## src/hdl/pph_cfg.svh

```systemverilog
// Purpose: Offsets, field positions, reset values and timing counts
// Assumes: 8-bit registers on the codec control port
// Notes:   Definitions only
`ifndef PPH_CFG_SVH
`define PPH_CFG_SVH

// ==========================================================
// Register offsets
`define PPH_OFS_MODE        8'h3E
`define PPH_OFS_SETUP       8'h3F
`define PPH_OFS_MUTE        8'h40
`define PPH_OFS_GAIN        8'h41
`define PPH_OFS_RSVD        8'h42
`define PPH_OFS_HSDET       8'h43

// ==========================================================
// Reset values
`define PPH_RST_MODE        8'h00
`define PPH_RST_SETUP       8'h14
`define PPH_RST_MUTE        8'h0C
`define PPH_RST_GAIN        8'h00
`define PPH_RST_RSVD        8'h00
`define PPH_RST_HSDET       8'h00

// ==========================================================
// Field positions
`define PPH_MODE_REC_AUXA   6
`define PPH_MODE_REC_AUXB   5
`define PPH_MODE_REC_HOLD   4
`define PPH_MODE_PLY_AUXA   2
`define PPH_MODE_PLY_AUXB   1
`define PPH_MODE_PLY_HOLD   0
`define PPH_SETUP_PWR       7
`define PPH_SETUP_CHAN_LSB  4
`define PPH_SETUP_STEP_LSB  0
`define PPH_MUTE_BIT        3
`define PPH_HS_EN           7
`define PPH_HS_STAT_LSB     5
`define PPH_HS_INS_LSB      2
`define PPH_HS_BTN_LSB      0

// ==========================================================
// Gain codes and timing
`define PPH_GAIN_MAX        8'h30
`define PPH_GAIN_MIN        8'h81
`define PPH_REF_HZ          1000000
`define PPH_REF_PER_MS      (`PPH_REF_HZ / 1000)
`define PPH_DB_SAMPLES      8

`endif

```

## src/hdl/pph_pkg.sv

```systemverilog
// Purpose: Shared types of the playback path and headset control
// Assumes: Constants come from pph_cfg.svh
// Notes:   Types only
package pph_pkg;

   // ==========================================================
   // Register access request
   typedef struct packed {
      logic       wr;
      logic       rd;
      logic [7:0] addr;
      logic [7:0] wdata;
   } pph_req_t;

   // ==========================================================
   // Headset comparator levels
   typedef struct packed {
      logic present;
      logic mic;
   } pph_hs_t;

   // ==========================================================
   // Stereo input sample
   typedef struct packed {
      logic signed [15:0] left;
      logic signed [15:0] right;
   } pph_stereo_t;

   typedef enum logic [1:0] {
      PPH_CH_OFF   = 2'h0,
      PPH_CH_LEFT  = 2'h1,
      PPH_CH_RIGHT = 2'h2,
      PPH_CH_AVG   = 2'h3
   } pph_chan_t;

endpackage
```

## src/hdl/pph_ctrl.sv

```systemverilog
// Purpose: Playback path and headset control registers
// Assumes: Control bus front end issues one-cycle wr/rd strobes
// Notes:   Read data registered, valid one cycle after rd
//
// Functional notes
// - Two writable record-engine jump condition bits
// - Two writable playback-engine jump condition bits
// - Record counter cleared each frame unless held
// - Playback counter frame-clear selectable by bit
// - Power bit powers playback converter, reset down
// - Channel select: off, left, right, average
// - Soft-step per sample, per two, or off
// - Mute bit mutes playback, resets muted
// - Gain is signed half-dB, max +24 dB
// - Each code step adds half a decibel
// - Lowest gain -63.5 dB, code 0x80 reserved
// - Headset detection runs only when enabled
// - Read-only status: none, no mic, mic
// - Insertion debounce 16 to 512 ms
// - Button debounce none, 8, 16, 32 ms
// - Debounce timing from 1-MHz reference ticks
`timescale 1ns/10ps
`default_nettype none
`include "pph_cfg.svh"

module pph_ctrl (
   // Clock and reset
   input  wire logic                clk,
   input  wire logic                rst,
   // Register access
   input  wire pph_pkg::pph_req_t   req,
   output logic [7:0]               rdata,
   // Timing strobes
   input  wire logic                ref_tick,
   input  wire logic                rec_frame_start,
   input  wire logic                play_frame_start,
   input  wire logic                play_sample_tick,
   // Audio
   input  wire pph_pkg::pph_stereo_t play_in,
   output logic signed [15:0]       play_out,
   output logic signed [7:0]        applied_gain,
   output logic                     play_muted,
   output logic                     dac_power_up,
   // Instruction engines
   output logic                     rec_aux_a,
   output logic                     rec_aux_b,
   output logic                     play_aux_a,
   output logic                     play_aux_b,
   output logic                     rec_ic_clear,
   output logic                     play_ic_clear,
   // Headset pins
   input  wire pph_pkg::pph_hs_t    hs_pin,
   input  wire logic                btn_pin,
   output logic [1:0]               hs_status,
   output logic                     btn_pressed
);

   // ==========================================================
   // Helper functions
   function automatic logic [7:0] fld_ins(input logic [7:0] v,
                                          input int lsb,
                                          input logic [1:0] f);
      logic [7:0] r;
      r = v;
      r[lsb +: 2] = f;
      return r;
   endfunction

   // Reserved codes fall back to the nearest legal code
   function automatic logic signed [7:0] gain_legal(
         input logic signed [7:0] g);
      logic signed [7:0] r;
      r = g;
      if (g > $signed(`PPH_GAIN_MAX))
         r = `PPH_GAIN_MAX;
      else if (g == 8'sh80)
         r = `PPH_GAIN_MIN;
      return r;
   endfunction

   // Milliseconds per insertion sample, eight samples per window
   function automatic logic [6:0] ins_ms(input logic [2:0] code);
      logic [6:0] r;
      case (code)
         3'h0:    r = 7'h02;
         3'h1:    r = 7'h04;
         3'h2:    r = 7'h08;
         3'h3:    r = 7'h10;
         3'h4:    r = 7'h20;
         default: r = 7'h40;
      endcase
      return r;
   endfunction

   function automatic logic [6:0] btn_ms(input logic [1:0] code);
      logic [6:0] r;
      case (code)
         2'h1:    r = 7'h01;
         2'h2:    r = 7'h02;
         default: r = 7'h04;
      endcase
      return r;
   endfunction

   // ==========================================================
   // Register storage
   logic [7:0] mode_q;
   logic [7:0] setup_q;
   logic [7:0] mute_q;
   logic [7:0] gain_q;
   logic [7:0] rsvd_q;
   logic [7:0] hsdet_q;
   logic [7:0] rdata_q;

   function automatic logic wr_hit(input logic [7:0] a);
      return req.wr && req.addr == a;
   endfunction

   always_ff @(posedge clk) begin
      if (rst)
         mode_q <= `PPH_RST_MODE;
      else if (wr_hit(`PPH_OFS_MODE))
         mode_q <= req.wdata;
   end

   always_ff @(posedge clk) begin
      if (rst)
         setup_q <= `PPH_RST_SETUP;
      else if (wr_hit(`PPH_OFS_SETUP))
         setup_q <= req.wdata;
   end

   always_ff @(posedge clk) begin
      if (rst)
         mute_q <= `PPH_RST_MUTE;
      else if (wr_hit(`PPH_OFS_MUTE))
         mute_q <= req.wdata;
   end

   always_ff @(posedge clk) begin
      if (rst)
         gain_q <= `PPH_RST_GAIN;
      else if (wr_hit(`PPH_OFS_GAIN))
         gain_q <= req.wdata;
   end

   always_ff @(posedge clk) begin
      if (rst)
         rsvd_q <= `PPH_RST_RSVD;
      else if (wr_hit(`PPH_OFS_RSVD))
         rsvd_q <= req.wdata;
   end

   always_ff @(posedge clk) begin
      if (rst)
         hsdet_q <= `PPH_RST_HSDET;
      else if (wr_hit(`PPH_OFS_HSDET))
         hsdet_q <= req.wdata;
   end

   // ==========================================================
   // Read port
   logic [1:0] hs_status_q;

   always_ff @(posedge clk) begin
      if (rst)
         rdata_q <= 8'h00;
      else if (req.rd) begin
         case (req.addr)
            `PPH_OFS_MODE:  rdata_q <= mode_q;
            `PPH_OFS_SETUP: rdata_q <= setup_q;
            `PPH_OFS_MUTE:  rdata_q <= mute_q;
            `PPH_OFS_GAIN:  rdata_q <= gain_q;
            `PPH_OFS_RSVD:  rdata_q <= rsvd_q;
            `PPH_OFS_HSDET:
               rdata_q <= fld_ins(hsdet_q, `PPH_HS_STAT_LSB, hs_status_q);
            default:        rdata_q <= 8'h00;
         endcase
      end
   end

   assign rdata = rdata_q;

   // ==========================================================
   // Instruction engine controls
   logic rec_clr_q;
   logic play_clr_q;

   always_ff @(posedge clk) begin
      if (rst) begin
         rec_clr_q  <= 1'b0;
         play_clr_q <= 1'b0;
      end else begin
         rec_clr_q  <= rec_frame_start &&
                       !mode_q[`PPH_MODE_REC_HOLD];
         play_clr_q <= play_frame_start &&
                       !mode_q[`PPH_MODE_PLY_HOLD];
      end
   end

   assign rec_ic_clear  = rec_clr_q;
   assign play_ic_clear = play_clr_q;
   assign rec_aux_a     = mode_q[`PPH_MODE_REC_AUXA];
   assign rec_aux_b     = mode_q[`PPH_MODE_REC_AUXB];
   assign play_aux_a    = mode_q[`PPH_MODE_PLY_AUXA];
   assign play_aux_b    = mode_q[`PPH_MODE_PLY_AUXB];
   assign dac_power_up  = setup_q[`PPH_SETUP_PWR];

   // ==========================================================
   // Gain and mute
   logic              mute_bit;
   logic signed [7:0] gain_target;
   logic signed [7:0] gain_cur;
   logic              muted_q;

   assign mute_bit    = mute_q[`PPH_MUTE_BIT];
   // Mute ramps down to the floor so it obeys soft-stepping too
   assign gain_target = mute_bit ? $signed(`PPH_GAIN_MIN)
                                 : gain_legal($signed(gain_q));

   pph_gain_step u_step (
      .clk         (clk),
      .rst         (rst),
      .sample_tick (play_sample_tick),
      .mode        (setup_q[`PPH_SETUP_STEP_LSB +: 2]),
      .target      (gain_target),
      .current     (gain_cur)
   );

   // Stays muted out of reset; a fresh mute waits for the gain floor
   always_ff @(posedge clk) begin
      if (rst)
         muted_q <= 1'b1;
      else if (!mute_bit)
         muted_q <= 1'b0;
      else if (gain_cur == $signed(`PPH_GAIN_MIN))
         muted_q <= 1'b1;
   end

   assign applied_gain = gain_cur;
   assign play_muted   = muted_q;

   // ==========================================================
   // Channel selection
   logic signed [15:0] out_q;
   logic signed [16:0] lr_sum;
   pph_pkg::pph_chan_t chan;

   assign lr_sum = {play_in.left[15], play_in.left} +
                   {play_in.right[15], play_in.right};
   assign chan   = pph_pkg::pph_chan_t'(setup_q[`PPH_SETUP_CHAN_LSB +: 2]);

   always_ff @(posedge clk) begin
      if (rst)
         out_q <= 16'sh0000;
      else if (play_sample_tick) begin
         if (!dac_power_up || muted_q)
            out_q <= 16'sh0000;
         else begin
            case (chan)
               pph_pkg::PPH_CH_LEFT:  out_q <= play_in.left;
               pph_pkg::PPH_CH_RIGHT: out_q <= play_in.right;
               pph_pkg::PPH_CH_AVG:   out_q <= lr_sum[16:1];
               default:               out_q <= 16'sh0000;
            endcase
         end
      end
   end

   assign play_out = out_q;

   // ==========================================================
   // Headset pin synchronisers
   pph_pkg::pph_hs_t hs_s1_q;
   pph_pkg::pph_hs_t hs_s2_q;
   logic             btn_s1_q;
   logic             btn_s2_q;

   always_ff @(posedge clk) begin
      if (rst) begin
         hs_s1_q  <= '0;
         hs_s2_q  <= '0;
         btn_s1_q <= 1'b0;
         btn_s2_q <= 1'b0;
      end else begin
         hs_s1_q  <= hs_pin;
         hs_s2_q  <= hs_s1_q;
         btn_s1_q <= btn_pin;
         btn_s2_q <= btn_s1_q;
      end
   end

   // ==========================================================
   // Headset debounce and status
   logic       hs_en;
   logic [1:0] ins_stable;
   logic       btn_stable;
   logic       btn_q;

   assign hs_en = hsdet_q[`PPH_HS_EN];

   pph_debounce #(.W(2)) u_ins_db (
      .clk       (clk),
      .rst       (rst),
      .en        (hs_en),
      .bypass    (1'b0),
      .period_ms (ins_ms(hsdet_q[`PPH_HS_INS_LSB +: 3])),
      .ref_tick  (ref_tick),
      .raw       ({hs_s2_q.present, hs_s2_q.mic}),
      .stable    (ins_stable)
   );

   pph_debounce #(.W(1)) u_btn_db (
      .clk       (clk),
      .rst       (rst),
      .en        (hs_en),
      .bypass    (hsdet_q[`PPH_HS_BTN_LSB +: 2] == 2'h0),
      .period_ms (btn_ms(hsdet_q[`PPH_HS_BTN_LSB +: 2])),
      .ref_tick  (ref_tick),
      .raw       (btn_s2_q),
      .stable    (btn_stable)
   );

   // Mic without plug is not a legal state, so 10 never shows
   always_ff @(posedge clk) begin
      if (rst || !hs_en)
         hs_status_q <= 2'h0;
      else if (!ins_stable[1])
         hs_status_q <= 2'h0;
      else
         hs_status_q <= ins_stable[0] ? 2'h3 : 2'h1;
   end

   always_ff @(posedge clk) begin
      if (rst)
         btn_q <= 1'b0;
      else
         btn_q <= hs_en && btn_stable && hs_status_q == 2'h3;
   end

   assign hs_status   = hs_status_q;
   assign btn_pressed = btn_q;

endmodule
`default_nettype wire

```

## src/hdl/pph_debounce.sv

```systemverilog
// Purpose: Glitch filter clocked by 1-MHz reference ticks
// Assumes: raw already synchronised; ref_tick is a one-cycle pulse
// Notes:   Output follows raw after eight equal samples
`timescale 1ns/10ps
`default_nettype none
`include "pph_cfg.svh"

module pph_debounce #(
   parameter int W = 1
) (
   // Clock and reset
   input  wire logic         clk,
   input  wire logic         rst,
   // Control
   input  wire logic         en,
   input  wire logic         bypass,
   input  wire logic [6:0]   period_ms,
   input  wire logic         ref_tick,
   // Data
   input  wire logic [W-1:0] raw,
   output logic      [W-1:0] stable
);

   logic [9:0]   us_cnt_q;
   logic [6:0]   ms_cnt_q;
   logic [3:0]   same_q;
   logic [W-1:0] cand_q;
   logic [W-1:0] stable_q;
   logic         ms_tick;
   logic         samp_tick;

   assign ms_tick   = ref_tick && (us_cnt_q == 10'(`PPH_REF_PER_MS - 1));
   // At-or-past compare: a shorter period set mid-count must not wrap
   assign samp_tick = ms_tick && (ms_cnt_q >= 7'(period_ms - 7'h01));
   assign stable    = stable_q;

   always_ff @(posedge clk) begin
      if (rst || !en)
         us_cnt_q <= 10'h000;
      else if (ms_tick)
         us_cnt_q <= 10'h000;
      else if (ref_tick)
         us_cnt_q <= us_cnt_q + 10'h001;
   end

   always_ff @(posedge clk) begin
      if (rst || !en)
         ms_cnt_q <= 7'h00;
      else if (samp_tick)
         ms_cnt_q <= 7'h00;
      else if (ms_tick)
         ms_cnt_q <= ms_cnt_q + 7'h01;
   end

   // Cleared while disabled so a re-enable starts from nothing
   always_ff @(posedge clk) begin
      if (rst || !en) begin
         cand_q   <= '0;
         same_q   <= 4'h0;
         stable_q <= '0;
      end else if (bypass) begin
         stable_q <= raw;
         cand_q   <= raw;
      end else if (samp_tick) begin
         if (raw != cand_q) begin
            cand_q <= raw;
            same_q <= 4'h1;
         end else if (same_q >= 4'(`PPH_DB_SAMPLES - 1)) begin
            stable_q <= cand_q;
         end else begin
            same_q <= same_q + 4'h1;
         end
      end
   end

endmodule
`default_nettype wire

```

## src/hdl/pph_gain_step.sv

```systemverilog
// Purpose: Soft-stepping of the applied playback gain code
// Assumes: sample_tick pulses once per playback sample period
// Notes:   One half-decibel step per qualified tick
`timescale 1ns/10ps
`default_nettype none

module pph_gain_step (
   // Clock and reset
   input  wire logic              clk,
   input  wire logic              rst,
   // Control
   input  wire logic              sample_tick,
   input  wire logic [1:0]        mode,
   input  wire logic signed [7:0] target,
   // Applied gain
   output logic signed [7:0]      current
);

   logic              phase_q;
   logic signed [7:0] cur_q;
   logic              step_ok;

   assign current = cur_q;
   assign step_ok = (mode == 2'h0) || (mode == 2'h1 && phase_q);

   always_ff @(posedge clk) begin
      if (rst)
         phase_q <= 1'b0;
      else if (sample_tick)
         phase_q <= ~phase_q;
   end

   always_ff @(posedge clk) begin
      if (rst)
         cur_q <= 8'sh00;
      else if (sample_tick) begin
         if (mode[1])
            cur_q <= target;
         else if (step_ok && cur_q < target)
            cur_q <= cur_q + 8'sh01;
         else if (step_ok && cur_q > target)
            cur_q <= cur_q - 8'sh01;
      end
   end

endmodule
`default_nettype wire

```

## config.mk

```make
export PLATFORM = sky130hd
export DESIGN_NAME = pph_ctrl
export DESIGN_NICKNAME = d
export VERILOG_FILES = /design/src/hdl/pph_pkg.sv /design/src/hdl/pph_ctrl.sv /design/src/hdl/pph_debounce.sv /design/src/hdl/pph_gain_step.sv
export VERILOG_INCLUDE_DIRS = /design/src /design/src/hdl
export SDC_FILE = /design/constraint.sdc
export NUM_CORES = 1
export LEC_CHECK = 0
export ABC_AREA = 1
export BUFFER_PORTS_ARGS = -buffer_cell sky130_fd_sc_hd__clkbuf_2
export CORE_ASPECT_RATIO = 1.1
export CORE_UTILIZATION = 63
export DETAILED_ROUTE_END_ITERATION = 12
export PLACE_DENSITY = 0.93
export SLEW_MARGIN = 20
export SYNTH_ARGS = -nofsm -noshare
export SYNTH_HDL_FRONTEND = slang
export SYNTH_SLANG_ARGS = --single-unit
export TNS_END_PERCENT = 30
```

## constraint.sdc

```tcl
create_clock -name clk -period 4.8 [get_ports clk]
set_clock_uncertainty 0.05 [all_clocks]
set_input_delay 0.96 -clock clk [delete_from_list [all_inputs] [get_ports clk]]
set_output_delay 0.96 -clock clk [all_outputs]
set_load 0.05 [all_outputs]
```

# Word level (Yosys, flattened, before mapping)
# Index checks and enable logic that the tools add are counted.
# totals
ff_bits	141
inputBits	59
out_inout_bits	43
elab_cells	148
# classes
addsub	11
order_cmp	7
n_eq_ne	27
n_mux	25
bitwise	4
reduce_logical	43
# op_table
cell	n
8-bit two-way mux	6
16-bit case mux with 3 select lines	1
8-bit case mux with 6 select lines	1
7-bit case mux with 5 select lines	1
8-bit by 7-bit == test with 1-bit output, second input constant	4
10-bit by 1-bit adder with 10-bit output, second input constant	2
10-bit == test, second input constant	2
16-bit by 16-bit adder with 17-bit output	1
1-bit logical AND	17
8-bit by 6-bit == test with 1-bit output, second input constant	2
8-bit == test, second input constant	2
16-bit two-way mux	1
4-bit two-way mux	4
7-bit by 1-bit adder with 7-bit output, second input constant	2
7-bit greater-or-equal comparator	2
2-bit OR reduction	5
1-bit two-way mux	9
3-bit AND reduction	3
4-bit by 1-bit adder with 4-bit output, second input constant	2
8-bit by 2-bit adder with 8-bit output, second input constant	1
2-bit == test, second input constant	4
4-bit by 3-bit greater-or-equal comparator with 1-bit output, second input constant	2
8-bit by 7-bit > comparator with 1-bit output, second input constant	1
8-bit > comparator	1
other kinds (21)	41

# Depth between registers and ports, before layout
# depth
ltp_word	9
mapped_depth	29
mapped_depth_nobuf	29

# Cells and area by module
# From an unflattened synthesis, not the netlist that was laid out.
# unflattened
hier_cells	1315
hier_area_um2	8847.2
# modules_own_cells
mod	n_inst	cells_each	area_per_inst_um2	seq_area_each_um2
pph_ctrl	1	751	4835.9	1641.6
pph_debounce at u_ins_db	1	214	1585.3	500.5
pph_debounce at u_btn_db	1	213	1497.7	460.4
pph_gain_step	1	137	928.4	180.2

# Worst setup path after synthesis
# Ideal clock, no wire load.
# synth_path
kind	register -> register
start	register gain_q[2]
end	register u_step.cur_q[5], in the netlist u_step.current[5]
setup_time_ns	0.132
t_arrival_ns	2.945
required_time_ns	4.618
setup_slack_ns	1.673
stages_incl_launch_ff	24
path_buffers	0
period_less_slack_ns	3.127
path_cell_list	dfxtp_1 > inv_1 > nand4_1 > nand3_1 > nand2_1 > nand2_1 > a21oi_1 > inv_1 > ha_1 > a21oi_1 > nor2_1 > nor2_1 > nand2_1 > nand2_1 > nand3_2 > ha_1 > a21o_1 > nand2_1 > nand3_1 > or2_2 > nand3_1 > o21ai_0 > nand2_1 > a21oi_1
# synth_between
elab_chain_cells	8
elab_cells_between_ends	13
classes_between	3 x order compare; 1 x eq/ne; 5 x mux; 4 x reduce/logical
# synth_rtl
element	line_no	source
start, declared	pph_ctrl.sv:110	logic [7:0] gain_q;
start signal, assigned	pph_ctrl.sv:142	gain_q <= `PPH_RST_GAIN;
start signal, assigned	pph_ctrl.sv:144	gain_q <= req.wdata;
branches (longest 2 deep; another with 8-bit by 7-bit > comparator with 1-bit output)	n/a	
8-bit two-way mux *	pph_ctrl.sv:74	if (g > $signed(`PPH_GAIN_MAX))
8-bit two-way mux *	pph_ctrl.sv:218	assign gain_target = mute_bit ? $signed(`PPH_GAIN_MIN)
8-bit > comparator or 8-bit less-than comparator (tied branches)	pph_gain_step.sv:41, pph_gain_step.sv:39	
1-bit logical AND (on tied branches)	pph_gain_step.sv:41, pph_gain_step.sv:39	
3-bit nonzero test (no line) or 8-bit two-way mux (tied branches)	n/a	
2-bit AND reduction (no line) or 8-bit two-way mux (tied branches)	n/a	
end signal, assigned	pph_gain_step.sv:38	cur_q <= target;
end signal, assigned	pph_gain_step.sv:40	cur_q <= cur_q + 8'sh01;
end signal, assigned	pph_gain_step.sv:42	cur_q <= cur_q - 8'sh01;
end, declared	pph_gain_step.sv:20	logic signed [7:0] cur_q;
# Every way passes the cells marked *.
# A chain may end at the register's enable or synchronous reset.

# Final worst setup path
# layout_path
start	register gain_q[2]
end	register u_step.cur_q[6], in the netlist u_step.current[6]
# The elaborated chain is that of the path after synthesis.

==> impl_results.md <==
* Finish-stage setup viols at 0
* Number of port buffers at between 100 and 150
* CTS Root Cell: clkbuf_16
* Hold WS at between 300 and 400 ps
* DP HPWL at between 10000 and 15000 um
* Die W at ~110 um
* Final net count at approximately 1300
* Setup crit end kind: register
* Clock latency on the worst-skew pair at around 420 ps
* Synth top area share at 0.359
* DRT Pass-1 Iters at 8
* Longest Clk Path Bufs at 2
* Crit path kind: register to register
* Fmax achieved at 275 MHz
* Max Cap Violations at 0
* Die height at about 120 um
* Critical path required time at just over 5000 ps
* Startpoint types: register
* Ys async rst share at 0
* FF/Latch Area at 2780 um2
* First-pass GRT wire length at between 30000 and 40000 um
* Setup_tns at 0 ps
* I/O pin cnt at between 100 and 150
* CP max FO at 10
* EDFF count, synth at 0
* Post-route ant nets at 0
* Detailed Route WL at 19800 um
* Worst VDD drop at approximately 600 uV
* Vias at 7838
* Status: finished clean
* Area Growth Syn to Fin at 14.9%
* Number of global-route vias before repair at 7362
* Tightest Pin Transition at around 1000 ps
* GPL Wtd Cong at roughly 1
* Initial antenna violation count at 0
* DRC at 0
* # diodes at 0
* Clock sink count at ~140
* Multi-input logic area at around 4300 um2
* Post-Syn Area at approximately 7700 um2
* Worst EP arrival at 3900 ps
* Top Family by Delay on Critical Path: simple AND/OR/NAND/NOR gates
* RSZ-0062 raised after global routing: no
* Post-CTS Setup Bufs at 0
* CTS tree: built
* Leakage power at ~3.8 nW
* Largest net degree at the start of global routing at between 40 and 50
* Ratio of cells with drive above 1 in the final layout at 0.128
* Fillers at roughly 960
* Post-CTS Resized at 0
* CTS H-tree depth at 4
* Prevailing post-synth register cell: dfxtp_1
* Final hold violation count at 0
* Slowest-stage cell, CP: ha_1
* Core region area at 12000 um2
* Commonest cells post-synth: 239 x nand2_1, 139 x dfxtp_1, 136 x inv_1
* Aggregate global routing overflow at 0
* Critical path's largest stage delay at 430 ps
* Setup slack after layout at approximately 1200 ps
* Starting density of the core at 0.646
* Seq/Total Area, Yosys at 0.359
* Crit share post-route at 0.758
* Final worst path period need at approximately 3600 ps
* Mapped Cells at between 1000 and 1500
* Total GRT Usage at 0.317
* Die area at around 13000 um2
* Net Count, Synth at 1225
* Hold Path Class: register to register
* Synth warn at 0
* WP buf/inv at 3
* Site row count at 42
* Cell taking the most area after synthesis: dfxtp_1
* Wirelength per Cell at 14.4 um
* Headroom to the max-slew limit at 0.328
* Synth Register Bits at around 140
* Syn avg cell area at roughly 6.9 um2
* Place WS at between 1000 and 1500 ps
* DRT iter0 DRCs at between 700 and 800
* Hold Buf Count CTS at 0
* Total CTS buffers at 17
* Main area contributors after synthesis: dfxtp_1 36%, nand2_1 12%, a21oi_1 7.8%
* Final Slew Violations at 0
* Pwr/cell area at approximately 380 nW/um2
* Netlist cell types at 51
* Most numerous cell in the Yosys netlist: nand2_1
* Vias per cell at between 5 and 6
* Clock transition at path regs at ~60 ps
layout by cell type, fill, tap and decap left out, drive strengths merged, types with 2 or more instances in the layout:
cell / count
a41oi: 2
nor3b: 5
nand2: 240
xor2: 7
nor4: 2
dfxtp: 139
nor3: 24
buf: 2
or2: 11
nor2: 109
nand3: 83
clkinv: 6
a21oi: 121
inv: 139
xnor2: 6
a211oi: 4
o211ai: 6
a31oi: 5
o21ai: 88
ha: 47
clkbuf: 127
a22o: 7
o22ai: 9
fa: 2
nand3b: 2
nand4: 16
o31ai: 4
report_power, final:
| group | internal (W) | total (W) | leakage, nW | switching [W] |
|---|---|---|---|---|
| sequential | 0.00118 | 0.00123 | 1.12 | 0.0000460 |
| clock | 0.000765 | 0.00124 | 0.274 | 0.000478 |
| combinational | 0.000320 | 0.000876 | 2.38 | 0.000556 |
| total | 0.00227 | 0.00335 | 3.78 | 0.00108 |
worst paths after layout:
kind | slack (ps) | depth (start not counted) | end | start
worst max-delay path | 1160 | 25 | u_step.current[6] | gain_q[2]
worst min-delay path | 350 | 2 | btn_s2_q | btn_s1_q
worst max register to register | 1160 | 25 | u_step.current[6] | gain_q[2]
worst min register to register | 350 | 2 | btn_s2_q | btn_s1_q
worst min-delay path: cells and delay by family (launching register included):
family                 cells  cell delay, ps
and+or+nand+nor            1              30
buffers and inverters      1              40
DFF                        1             290
registers in the layout, indices dropped and copies added, names as in the netlist, 6 cells and up:
name               cells
gain_q                 8
hsdet_q                6
mode_q                 8
mute_q                 8
play_out              16
rdata                  8
rsvd_q                 8
setup_q                8
u_btn_db.ms_cnt_q      7
u_btn_db.us_cnt_q     10
u_ins_db.ms_cnt_q      7
u_ins_db.us_cnt_q     10
u_step.current         8
cell families after synthesis:
family          synth area share
mux                      0.00129
buf+inv                   0.0842
fa+ha+maj                 0.0811
other cells             0.000484
compound gates             0.180
simple gates               0.279
xor+xnor                  0.0147
flops                      0.359
layout make-up:
class,count,area share
clock buffers,26,0.0561
inverters,141,0.0595
multi-input cells,810,0.485
flip-flops and latches,139,0.313
clock inverters,6,0.00689
repair buffers,103,0.0585
well taps,154,0.0216
per-layer routing:
layer  GRT usage  part of all wire  wire length, um  up-vias
met5           0                 0                0        -
met1       0.359              0.41             8060     3574
met4       0.138             0.029              571        0
li1            -                 -                -     3912
met3      0.0772             0.064             1280       61
met2       0.559              0.50             9940      291
per-stage QoR:
stage                     std cells  power, W   util  instance area [um2]
after detailed placement       1347   0.00211  0.696                 8340
after global placement         1347   0.00206  0.696                 8340
after floorplan                1117   0.00191      -                 7740
after global routing           1379   0.00352  0.743                 8900
final                          1379   0.00335  0.743                 8900
after CTS                      1379   0.00333  0.742                 8900
No activity file was read; power rests on OpenSTA's default activity.
